## src/hdl/dosl_regs.svh

```systemverilog
// Register offsets, field positions, reset values and voltage levels
`ifndef DOSL_REGS_SVH
`define DOSL_REGS_SVH
// ==========================================
// Register word indices (byte address divided by four)
`define DOSL_CTRL_OFS 4'h0
`define DOSL_VIN_OFS 4'h1
`define DOSL_DTIME_OFS 4'h2
`define DOSL_STATUS_OFS 4'h3
`define DOSL_ISTAT_OFS 4'h4
`define DOSL_IMASK_OFS 4'h5
// ==========================================
// Control fields
`define DOSL_CTRL_MODE_LSB 0
`define DOSL_CTRL_METH_LSB 2
`define DOSL_CTRL_CLS_BIT 8
// ==========================================
// Status fields
`define DOSL_ST_HOLD_BIT 0
`define DOSL_ST_LIMIT_BIT 1
`define DOSL_ST_BRAKE_BIT 2
`define DOSL_ST_EMODE_LSB 3
`define DOSL_ST_THR_LSB 16
// ==========================================
// Interrupt bits
`define DOSL_IRQ_HOLD_BIT 0
`define DOSL_IRQ_REFUSE_BIT 1
// ==========================================
// Reset values
`define DOSL_MODE_RST 2'h1
`define DOSL_METH_RST 3'h0
`define DOSL_VIN_RST 10'h190
`define DOSL_DTIME_RST 16'h03e8
// ==========================================
// Bus voltage levels in volts, and the mode 2/3 rate divisor
`define DOSL_THR_LOW_V 10'h17c
`define DOSL_THR_HI_V 10'h2f8
`define DOSL_THR_HI_LOW_V 10'h294
`define DOSL_VIN_SPLIT_V 10'h190
`define DOSL_BRK_HOLD_MARGIN_V 10'h014
`define DOSL_RATE_DIV 16'h000a
`endif

```

## src/hdl/dosl_pkg.sv

```systemverilog
// Types shared by the deceleration stall limiter
package dosl_pkg;
    // ==========================================
    // Stall mode and control method codes
    typedef enum logic [1:0] {
        DOSL_M_OFF = 2'h0,
        DOSL_M_HOLD = 2'h1,
        DOSL_M_FAST = 2'h2,
        DOSL_M_BRAKE = 2'h3
    } dosl_mode_e;
    typedef enum logic [2:0] {
        DOSL_VF = 3'h0,
        DOSL_VF_PG = 3'h1,
        DOSL_OLV1 = 3'h2,
        DOSL_FLUX = 3'h3,
        DOSL_OLV2 = 3'h4
    } dosl_meth_e;
    // ==========================================
    // Configuration held by the register file
    typedef struct packed {
        logic cls_high;
        logic [2:0] method;
        dosl_mode_e decel_stall_mode_select;
        logic [9:0] input_voltage_setting;
        logic [15:0] decel_time_setting;
    } dosl_cfg_s;
endpackage : dosl_pkg

```

## src/hdl/dosl_step_timer.sv

```systemverilog
// Ramp step pacing: one step pulse per interval while running
`timescale 1ns/1ns
module dosl_step_timer (
    // Clock and reset
    input wire logic clk,
    input wire logic rst,
    // Pacing control
    input wire logic run,
    input wire logic [15:0] interval,
    // Step pulse
    output logic step
);
    logic [15:0] cnt;
    logic last;

    // A zero interval is paced as one cycle
    assign last = (cnt >= interval - 16'h0001) || (interval == 16'h0000);

    always_ff @(posedge clk) begin
        if (rst) begin
            cnt <= 16'h0000;
            step <= 1'b0;
        end else if (!run) begin
            step <= 1'b0;
        end else if (last) begin
            cnt <= 16'h0000;
            step <= 1'b1;
        end else begin
            cnt <= cnt + 16'h0001;
            step <= 1'b0;
        end
    end
endmodule : dosl_step_timer

```

## src/hdl/dosl_thresh.sv

```systemverilog
// Stall threshold selection by voltage class
`timescale 1ns/1ns
`include "dosl_regs.svh"
module dosl_thresh (
    // Clock and reset
    input wire logic clk,
    input wire logic rst,
    // Class and input voltage
    input wire logic cls_high,
    input wire logic [9:0] input_voltage_setting,
    // Selected threshold in volts
    output logic [9:0] thr
);
    always_ff @(posedge clk) begin
        if (rst) begin
            thr <= `DOSL_THR_LOW_V;
        end else if (!cls_high) begin
            thr <= `DOSL_THR_LOW_V;
        end else if (input_voltage_setting >= `DOSL_VIN_SPLIT_V) begin
            thr <= `DOSL_THR_HI_V;
        end else begin
            thr <= `DOSL_THR_HI_LOW_V;
        end
    end
endmodule : dosl_thresh

```

## src/hdl/dosl_top.sv

```systemverilog
// Deceleration overvoltage stall limiter with AXI4-Lite registers
// How it works
// - Mode 0: ramp at set decel rate, no bus-voltage limiting.
// - Mode 1: freeze ramp while bus voltage at or above threshold.
// - Mode 1: after a hold, return to the set decel time.
// - Mode 2: fastest ramp, bounded by decel time divided by ten.
// - Mode 3: limit deceleration together with the braking resistor.
// - Threshold 380 V low class; 760 V or 660 V high class.
// - Flux or open-loop vector 2: mode writes above 2 refused.
// - Flux or open-loop vector 2: stall mode ignored, no limiting.
//
// Implementation choices: the register offsets and the AXI4-Lite register port.
`timescale 1ns/1ns
`include "dosl_regs.svh"
module dosl_top (
    // Clock and reset
    input wire logic clk,
    input wire logic rst,
    // AXI4-Lite write
    input wire logic awvalid,
    output logic awready,
    input wire logic [31:0] awaddr,
    input wire logic wvalid,
    output logic wready,
    input wire logic [31:0] wdata,
    input wire logic [3:0] wstrb,
    output logic bvalid,
    input wire logic bready,
    output logic [1:0] bresp,
    // AXI4-Lite read
    input wire logic arvalid,
    output logic arready,
    input wire logic [31:0] araddr,
    output logic rvalid,
    input wire logic rready,
    output logic [31:0] rdata,
    output logic [1:0] rresp,
    // Ramp generator and bus sensing
    input wire logic decel_active,
    input wire logic [9:0] bus_volts,
    // Limiter outputs
    output logic decel_step,
    output logic limit_active,
    output logic brake_on,
    output logic irq
);
    // ==========================================
    // Register state
    dosl_pkg::dosl_cfg_s cfg;
    logic [1:0] irq_stat;
    logic [1:0] irq_mask;
    logic [31:0] aw_addr;
    logic [31:0] w_data;
    logic [3:0] w_strb;
    logic hold;
    logic [9:0] thr;
    dosl_pkg::dosl_mode_e eff_mode;

    function automatic logic [31:0] merge(input logic [31:0] old, input logic [31:0] nw,
                                          input logic [3:0] strb);
        logic [31:0] r;
        r = old;
        for (int i = 0; i < 4; i++) begin
            if (strb[i]) begin
                r[i*8 +: 8] = nw[i*8 +: 8];
            end
        end
        return r;
    endfunction : merge

    function automatic logic [3:0] reg_index(input logic [31:0] a);
        return (a[31:5] == 27'h0 && a[1:0] == 2'h0) ? {1'b0, a[4:2]} : 4'hf;
    endfunction : reg_index

    function automatic logic is_fv(input logic [2:0] m);
        return m == dosl_pkg::DOSL_FLUX || m == dosl_pkg::DOSL_OLV2;
    endfunction : is_fv

    // ==========================================
    // Write path
    logic wr_go;
    logic [31:0] ctrl_old;
    logic [31:0] ctrl_new;
    logic refuse;
    logic [31:0] dt_new;
    logic [31:0] vin_new;
    logic [31:0] mask_new;
    assign wr_go = !awready && !wready && !bvalid;
    assign ctrl_old = {23'h0, cfg.cls_high, 3'h0, cfg.method,
                       cfg.decel_stall_mode_select};
    assign ctrl_new = merge(ctrl_old, w_data, w_strb);
    assign refuse = is_fv(ctrl_new[`DOSL_CTRL_METH_LSB +: 3])
                    && ctrl_new[`DOSL_CTRL_MODE_LSB +: 2] == 2'h3;
    assign vin_new = merge({22'h0, cfg.input_voltage_setting}, w_data, w_strb);
    assign dt_new = merge({16'h0, cfg.decel_time_setting}, w_data, w_strb);
    assign mask_new = merge({30'h0, irq_mask}, w_data, w_strb);

    always_ff @(posedge clk) begin
        if (rst) begin
            awready <= 1'b1;
            wready <= 1'b1;
            bvalid <= 1'b0;
            bresp <= 2'h0;
            aw_addr <= 32'h0;
            w_data <= 32'h0;
            w_strb <= 4'h0;
        end else begin
            if (awvalid && awready) begin
                awready <= 1'b0;
                aw_addr <= awaddr;
            end
            if (wvalid && wready) begin
                wready <= 1'b0;
                w_data <= wdata;
                w_strb <= wstrb;
            end
            if (wr_go) begin
                bvalid <= 1'b1;
                bresp <= (reg_index(aw_addr) <= `DOSL_IMASK_OFS) ? 2'h0 : 2'h2;
            end
            if (bvalid && bready) begin
                bvalid <= 1'b0;
                awready <= 1'b1;
                wready <= 1'b1;
            end
        end
    end

    always_ff @(posedge clk) begin
        if (rst) begin
            cfg.decel_stall_mode_select <= dosl_pkg::dosl_mode_e'(`DOSL_MODE_RST);
            cfg.method <= `DOSL_METH_RST;
            cfg.cls_high <= 1'b0;
            cfg.input_voltage_setting <= `DOSL_VIN_RST;
            cfg.decel_time_setting <= `DOSL_DTIME_RST;
            irq_mask <= 2'h0;
        end else if (wr_go) begin
            unique case (reg_index(aw_addr))
                `DOSL_CTRL_OFS: begin
                    cfg.method <= ctrl_new[`DOSL_CTRL_METH_LSB +: 3];
                    cfg.cls_high <= ctrl_new[`DOSL_CTRL_CLS_BIT];
                    if (!refuse) begin
                        cfg.decel_stall_mode_select <=
                            dosl_pkg::dosl_mode_e'(ctrl_new[`DOSL_CTRL_MODE_LSB +: 2]);
                    end
                end
                `DOSL_VIN_OFS: cfg.input_voltage_setting <= vin_new[9:0];
                `DOSL_DTIME_OFS: cfg.decel_time_setting <= dt_new[15:0];
                `DOSL_IMASK_OFS: irq_mask <= mask_new[1:0];
                default: begin
                end
            endcase
        end
    end

    // ==========================================
    // Read path
    logic [31:0] rd_val;
    logic [3:0] rd_idx;
    logic rd_go;
    assign rd_idx = reg_index(araddr);
    assign rd_go = arvalid && arready;

    always_comb begin
        rd_val = 32'h0;
        unique case (rd_idx)
            `DOSL_CTRL_OFS: rd_val = ctrl_old;
            `DOSL_VIN_OFS: rd_val[9:0] = cfg.input_voltage_setting;
            `DOSL_DTIME_OFS: rd_val[15:0] = cfg.decel_time_setting;
            `DOSL_STATUS_OFS: begin
                rd_val[`DOSL_ST_HOLD_BIT] = hold;
                rd_val[`DOSL_ST_LIMIT_BIT] = limit_active;
                rd_val[`DOSL_ST_BRAKE_BIT] = brake_on;
                rd_val[`DOSL_ST_EMODE_LSB +: 2] = eff_mode;
                rd_val[`DOSL_ST_THR_LSB +: 10] = thr;
            end
            `DOSL_ISTAT_OFS: rd_val[1:0] = irq_stat;
            `DOSL_IMASK_OFS: rd_val[1:0] = irq_mask;
            default: rd_val = 32'h0;
        endcase
    end

    always_ff @(posedge clk) begin
        if (rst) begin
            arready <= 1'b1;
            rvalid <= 1'b0;
            rdata <= 32'h0;
            rresp <= 2'h0;
        end else if (rd_go) begin
            arready <= 1'b0;
            rvalid <= 1'b1;
            rdata <= rd_val;
            rresp <= (rd_idx <= `DOSL_IMASK_OFS) ? 2'h0 : 2'h2;
        end else if (rvalid && rready) begin
            arready <= 1'b1;
            rvalid <= 1'b0;
        end
    end

    // ==========================================
    // Limiter core
    logic over;
    logic next_hold;
    logic next_brake;
    logic [15:0] fast_ival;
    logic [15:0] interval;
    logic [10:0] brk_level;

    assign eff_mode = is_fv(cfg.method) ? dosl_pkg::DOSL_M_OFF
                                        : cfg.decel_stall_mode_select;
    assign over = bus_volts >= thr;
    assign brk_level = {1'b0, thr} + {1'b0, `DOSL_BRK_HOLD_MARGIN_V};
    assign fast_ival = cfg.decel_time_setting / `DOSL_RATE_DIV;

    always_comb begin
        next_hold = 1'b0;
        next_brake = 1'b0;
        interval = cfg.decel_time_setting;
        unique case (eff_mode)
            dosl_pkg::DOSL_M_OFF: begin
            end
            dosl_pkg::DOSL_M_HOLD: next_hold = decel_active && over;
            dosl_pkg::DOSL_M_FAST: begin
                next_hold = decel_active && over;
                interval = fast_ival;
            end
            dosl_pkg::DOSL_M_BRAKE: begin
                next_brake = decel_active && over;
                next_hold = decel_active && ({1'b0, bus_volts} >= brk_level);
                interval = fast_ival;
            end
        endcase
    end

    dosl_thresh u_thresh (
        .clk(clk),
        .rst(rst),
        .cls_high(cfg.cls_high),
        .input_voltage_setting(cfg.input_voltage_setting),
        .thr(thr)
    );

    dosl_step_timer u_step (
        .clk(clk),
        .rst(rst),
        .run(decel_active && !next_hold),
        .interval(interval),
        .step(decel_step)
    );

    always_ff @(posedge clk) begin
        if (rst) begin
            hold <= 1'b0;
            brake_on <= 1'b0;
            limit_active <= 1'b0;
        end else begin
            hold <= next_hold;
            brake_on <= next_brake;
            limit_active <= next_hold || next_brake
                            || (decel_active && eff_mode == dosl_pkg::DOSL_M_FAST);
        end
    end

    // ==========================================
    // Interrupts: set wins over clear-on-read
    logic [1:0] irq_set;
    logic [1:0] irq_clr;
    assign irq_set = {wr_go && reg_index(aw_addr) == `DOSL_CTRL_OFS && refuse,
                      next_hold && !hold};
    assign irq_clr = (rd_go && rd_idx == `DOSL_ISTAT_OFS) ? 2'h3 : 2'h0;

    always_ff @(posedge clk) begin
        if (rst) begin
            irq_stat <= 2'h0;
            irq <= 1'b0;
        end else begin
            irq_stat <= (irq_stat & ~irq_clr) | irq_set;
            irq <= |(((irq_stat & ~irq_clr) | irq_set) & irq_mask);
        end
    end
endmodule : dosl_top

```

## config.mk

```make
export PLATFORM = sky130hd
export DESIGN_NAME = dosl_top
export DESIGN_NICKNAME = d
export VERILOG_FILES = /design/src/hdl/dosl_pkg.sv /design/src/hdl/dosl_step_timer.sv /design/src/hdl/dosl_thresh.sv /design/src/hdl/dosl_top.sv
export VERILOG_INCLUDE_DIRS = /design/src /design/src/hdl
export SDC_FILE = /design/constraint.sdc
export NUM_CORES = 1
export LEC_CHECK = 0
export ABC_AREA = 1
export BUFFER_PORTS_ARGS = -buffer_cell sky130_fd_sc_hd__clkbuf_2
export CAP_MARGIN = 10
export CORE_MARGIN = 10
export CORE_UTILIZATION = 40
export DETAILED_ROUTE_END_ITERATION = 10
export SLEW_MARGIN = 40
export SYNTH_ARGS = -nofsm -noshare
export SYNTH_HDL_FRONTEND = slang
export SYNTH_HIERARCHICAL = 1
export SYNTH_SLANG_ARGS = --single-unit
```

## constraint.sdc

```tcl
create_clock -name clk -period 6.1 [get_ports clk]
set_input_delay 1.22 -clock clk [delete_from_list [all_inputs] [get_ports clk]]
set_output_delay 1.22 -clock clk [all_outputs]
set_load 0.02 [all_outputs]
```

* Word-level counts from Yosys, hierarchy flattened *
Cells that the tools add are included.

word-level totals
  logic and storage cells = 132
  input bits = 118
  output and inout port bits = 45
  register bits after elaboration = 152

cells by class
  equal/unequal tests = 16
  $lt $le $gt $ge = 6
  reduce and logical (&&, ||, !) cells = 50
  mux-type cells = 22
  divide/modulo/power cells = 1
  bitwise gates (word level) = 7
  $add $sub $neg = 3

operator list
  operator               count
  $logic_not 27->1       2
  $mux 16                2
  $reduce_and 3->1       7
  $logic_and 1x1->1      18
  $add 16x1->16 const B  1
  $div 16x4->16 const B  1
  $ge 16x16->1           1
  $logic_not 16->1       1
  $sub 16x1->16 const B  1
  $pmux 5 s3             1
  $eq 4x2->1 const B     3
  $eq 4x3->1 const B     3
  $pmux 2 s6             1
  $pmux 3 s4             1
  $reduce_or 2->1        6
  $add 10x5->11 const B  1
  $ge 10x11->1           1
  $ge 10x10->1           1
  $ge 10x9->1 const B    1
  $mux 10                1
  $eq 4x1->1 const B     2
  $le 4x3->1 const B     2
  $logic_not 4->1        2
  $mux 2                 4
  19 further kinds       41

* Longest topological paths before layout *
  depth after elaboration = 11
  depth in mapped cells = 76
  depth with buffers taken out = 75

* By module *
The synthesis kept the hierarchy.

by module, submodules not included
  module           area each (sq um)  seq. area each (sq um)  cells an instance  instances
  dosl_top         6708.9             2462.4                  967                1
  dosl_step_timer  1576.5             340.3                   232                1
  dosl_thresh      192.7              80.1                    25                 1

* Worst setup path before layout *
No wires, ideal clock.

  path kind = reg2reg
  start = register cfg[13] (netlist name)
  end = register u_step.cnt[9]
  buffers on the path = 1
  clock period less this slack = 5.988 ns
  stages on the path, launching flop included = 71
  setup time = 0.121 ns
  data arrival time = 5.868 ns
  slack = 0.112 ns
  data required time = 5.979 ns
  cells stage by stage = dfxtp_1 inv_1 nand3_1 nand3_2 nand2_2 nand3_1 nand2_2 nand2_4 nand2_4 nand3_1 nand2_2 nand2_4 nand2_4 nand3_2 nand2_4 nand2_4 nand2_4 nand3_2 (+35 left out) inv_1 nor2_1 nand3_1 nor2_1 nand2_1 xor2_1 inv_1 ha_1 nand2_1 inv_1 nand2_1 a21oi_1 nor2_1 nand3_2 nand2_2 nand2_4 buf_6 nor2_1

between the ends
  cells in the longest elaborated chain, start to end = 6
  elaborated cells between the ends (all ways) = 7
  those cells by class = 1 x add/sub; 1 x div; 1 x order compare; 2 x mux; 2 x reduce/logical

RTL lines
  element                    line                   text
  start, declared            dosl_top.sv:49         dosl_pkg::dosl_cfg_s cfg;
  $div 16x4->16 (no line) *  --
  $mux 16 *                  dosl_top.sv:219        unique case (eff_mode)
  via interval[0]            dosl_top.sv:206        logic [15:0] interval;
  $sub 16x1->16              dosl_step_timer.sv:17  assign last = (cnt >= interval - 16'h0001) || (interval == 16'h0000);
  $ge 16x16->1               dosl_step_timer.sv:17
  $logic_or 1x1->1 *         dosl_step_timer.sv:17
  $mux 16 *                  dosl_step_timer.sv:25  end else if (last) begin
  end signal, assigned       dosl_step_timer.sv:29  cnt <= cnt + 16'h0001;
  end, declared              dosl_step_timer.sv:13  logic [15:0] cnt;

The timed path passes the listed nets; every way through them passes the cells marked *.
A chain may end at the register's enable or synchronous reset.

* Worst setup path in the final report *
  start = register cfg[15] (netlist name)
  end = register u_step.cnt[14]

The elaborated chain is that of the path after synthesis.

==> qor.yml <==
job:
  max-cap-violations: 0
clock_tree:
  hold_buffers: 0
  ctsRootBufferMaster: "clkbuf_16"
  cts_inserted_buffers: 17
  cts_sinks: 144
  clk_latency_ns: 0.43
  cts_buffer_depth: 2
  cts_tree: "built"
  htree_num_levels: 4
  clk_pin_slew_ns: 0.07
power:
  p_total_mw: 2.28
  vdd_ir_drop_max_mv: 0.177
  power-per-cell-area_nw_per_um2: 206
  leakage_nw: 5.30
min_path:
  hp-class: "reg -> reg"
floorplanning:
  start_util_pct: 40.5
  die_area_um2: 27400
  io_pins: 163
  dieWidth_um: 166
  fp-row-count: 53
  die_h_um: 166
  fp.coreArea_um2: 21000
grt:
  grt_first_pass_wirelength_um: 36700
  gr-total-overflow: 0
  track_usage_pct: 16.2
  grt_pass1_vias: 7866
  antenna_found_initial: 0
  grt_start_max_net_pins: 56
placed_design:
  dp_hpwl_um: 16800
  portBuffers: 136
  placedCellCount: 1635
  placed_area_um2: 9590
  gp_congestion: 0.830
  pre_cts_slack_ns: -0.466
sta:
  whs_ns: 0.466
  min_period_over_period_pct: 107
  setup_violations: 17
  tightestPinTransition_ns: 0.783
  setup_ws_ns: -0.417
  hold_viol_final: 0
  final.setup.tns_ns: -6.67
  fmaxAchievable_mhz: 153
  finalMaxSlewViolations: 0
  skew_ns: 0.0107
  slew_headroom_pct: 47.2
  period_minus_slack_ns: 6.52
  rsz0062_at_grt: "true"
synthesis:
  synth-seq-cells: 144
  yosys.area.top_type: "dfxtp_1"
  ys_top_cells_by_area: "dfxtp_1 34%, nand2_1 9.8%, o21ai_0 6.8%"
  avgSynthCellArea_um2: 6.93
  synthDistinctLibCells: 47
  synth_area_um2: 8480
  synth_top_area_share_pct: 34.0
  synth_flop_cell: "dfxtp_1"
  yosysWarningCount: 6
  synth-async-reset-ratio_pct: 0
  seq_area_frac_synth_pct: 34.0
  syn_inst: 1224
  synth_edf_count: 0
finish:
  drive_gt1_share_pct: 30.0
  finish.instance_area_um2: 11100
  fin_cells: 1697
  nets: 1567
  syn2layout_area_growth_pct: 30.5
  diodes: 0
  utilization_pct: 52.8
worst_setup_path:
  arrival_ns: 6.85
  start_kind: "flop"
  worstSetupStartpoint: "cfg[15]"
  required_ns: 6.43
  worstReg2RegStart: "cfg[15]"
  crit_slowest_cell: "dfxtp_4"
  path_max_fanout: 6
  cpMostUsedCell: "nand2_4"
  cpPeakStageDelay_ns: 0.40
  critPathKind: "reg -> reg"
  r2r_slack_ns: -0.42
  endpoint_kind: "flop"
  worst-path-buf-inv: 9
  reg2reg_depth: 65
  reg2reg_to: "u_step/cnt[14]"
  cp_top_family: "simple AND/OR/NAND/NOR gates"
  cp_num_cells: 65
  crit_end: "u_step/cnt[14]"
route:
  drtAntennaViolNets: 0
  wl_um: 23200
  viasPerCell: 4.86
  drc_errors: 0
  wire_per_inst_um: 13.7
  drt_iter0_markers: 273
  dr.pass1.iters: 5
  vias: 8245
run_status:
  outcome: "finished with violations"
  failed_checks: "setup timing"
[flip-flops by register name, indices dropped and copies added, names as in the netlist, 2 cells and up]
register,cells
rdata,26
w_strb,2
w_data,16
aw_addr,32
cfg,32
irq_mask,2
irq_stat,2
u_thresh/thr,4
u_step/cnt,16
[worst min path at each step]
stage               startpoint   endpoint  slack (ns)  cells after the start
finish               rdata[15]  rdata[15]        0.47                      2
global route          rdata[0]   rdata[0]        0.49                      2
CTS                   rdata[8]   rdata[8]        0.46                      2
detailed placement    rdata[8]   rdata[8]        0.46                      2
global placement     rdata[17]  rdata[17]        0.45                      2
floorplan            w_strb[1]    cfg[31]        0.42                      1
[worst min-delay path: stages (launching register included)]
cell	delay (ns)
dfxtp_1	0.31
nand2_1	0.06
a21oi_1	0.06
[cells by family after synthesis]
group           after synthesis  share of synthesized area (%)
compound gates              244                           15.8
fa+ha+maj                    40                           5.90
xor+xnor                     31                           3.20
mux                           1                          0.118
simple gates                546                           30.5
other cells                   3                          0.133
flops                       144                           34.0
buf+inv                     215                           10.4
[where the power goes]
group          leakage, nW  internal [mW]  switching [mW]  total (mW)
clock network        0.303          0.660           0.440        1.10
logic                 3.82         0.0687           0.113       0.182
registers             1.18          0.974          0.0222       0.996
[layer usage]
layer / track usage [%] / vias to the layer above / wire, um
met1: 19.8 / 3727 / 10400
met3: 4.19 / 26 / 1260
met2: 27.6 / 171 / 11200
li1: - / 4321 / -
met5: 0 / - / 0
met4: 4.43 / 0 / 314
[Yosys cell counts, types with 2 or more instances]
cell type / number
nor2_4: 4
o21ai_2: 2
nor3_2: 4
a21oi_1: 81
xnor2_1: 8
nor2_1: 143
dfxtp_1: 144
inv_1: 146
a21oi_2: 2
nand2_2: 35
nand2_4: 19
nor3_1: 15
conb_1: 3
o21bai_1: 2
a22o_1: 2
o22ai_1: 9
nand4_1: 15
o21a_1: 6
o31ai_1: 2
o21ai_0: 115
nand3_2: 8
ha_1: 40
clkinv_1: 5
xor2_1: 23
o21ai_1: 4
buf_4: 15
inv_2: 16
or2_2: 2
a31oi_1: 2
clkbuf_1: 30
a21o_1: 2
nor2_2: 3
buf_6: 2
nand2_1: 222
nor4_1: 13
o211ai_1: 11
nand3_1: 59
[cell usage in the layout, fill, tap and decap left out, types with 17 or more instances in the layout]
master / instances
clkbuf_2: 136
clkbuf_16: 17
ha_1: 38
nand2_4: 44
nor2_1: 128
buf_4: 66
a21oi_1: 80
nand2_1: 192
xor2_1: 22
inv_2: 25
nand3_1: 42
nand2_2: 37
inv_1: 132
dfxtp_1: 141
o21ai_0: 112
[cell type report]
| class | instances | area, um^2 |
|---|---|---|
| Multi-Input combinational cell | 874 | 5370 |
| Clock inverter | 14 | 176 |
| Sequential cell | 144 | 2890 |
| Tap cell | 275 | 344 |
| Timing Repair Buffer | 204 | 1200 |
| Fill cell | 2080 | 9890 |
| Inverter | 168 | 646 |
| Clock buffer | 18 | 439 |
[timing repair]
action	4_1_cts	5_1_grt
setup buffers	23	7
pin swaps	43	47
hold endpoints to repair	0	0
resized for setup	64	91
gates cloned	0	1
endpoints found under the setup margin	17	17
No activity file was read; power rests on OpenSTA's default activity.
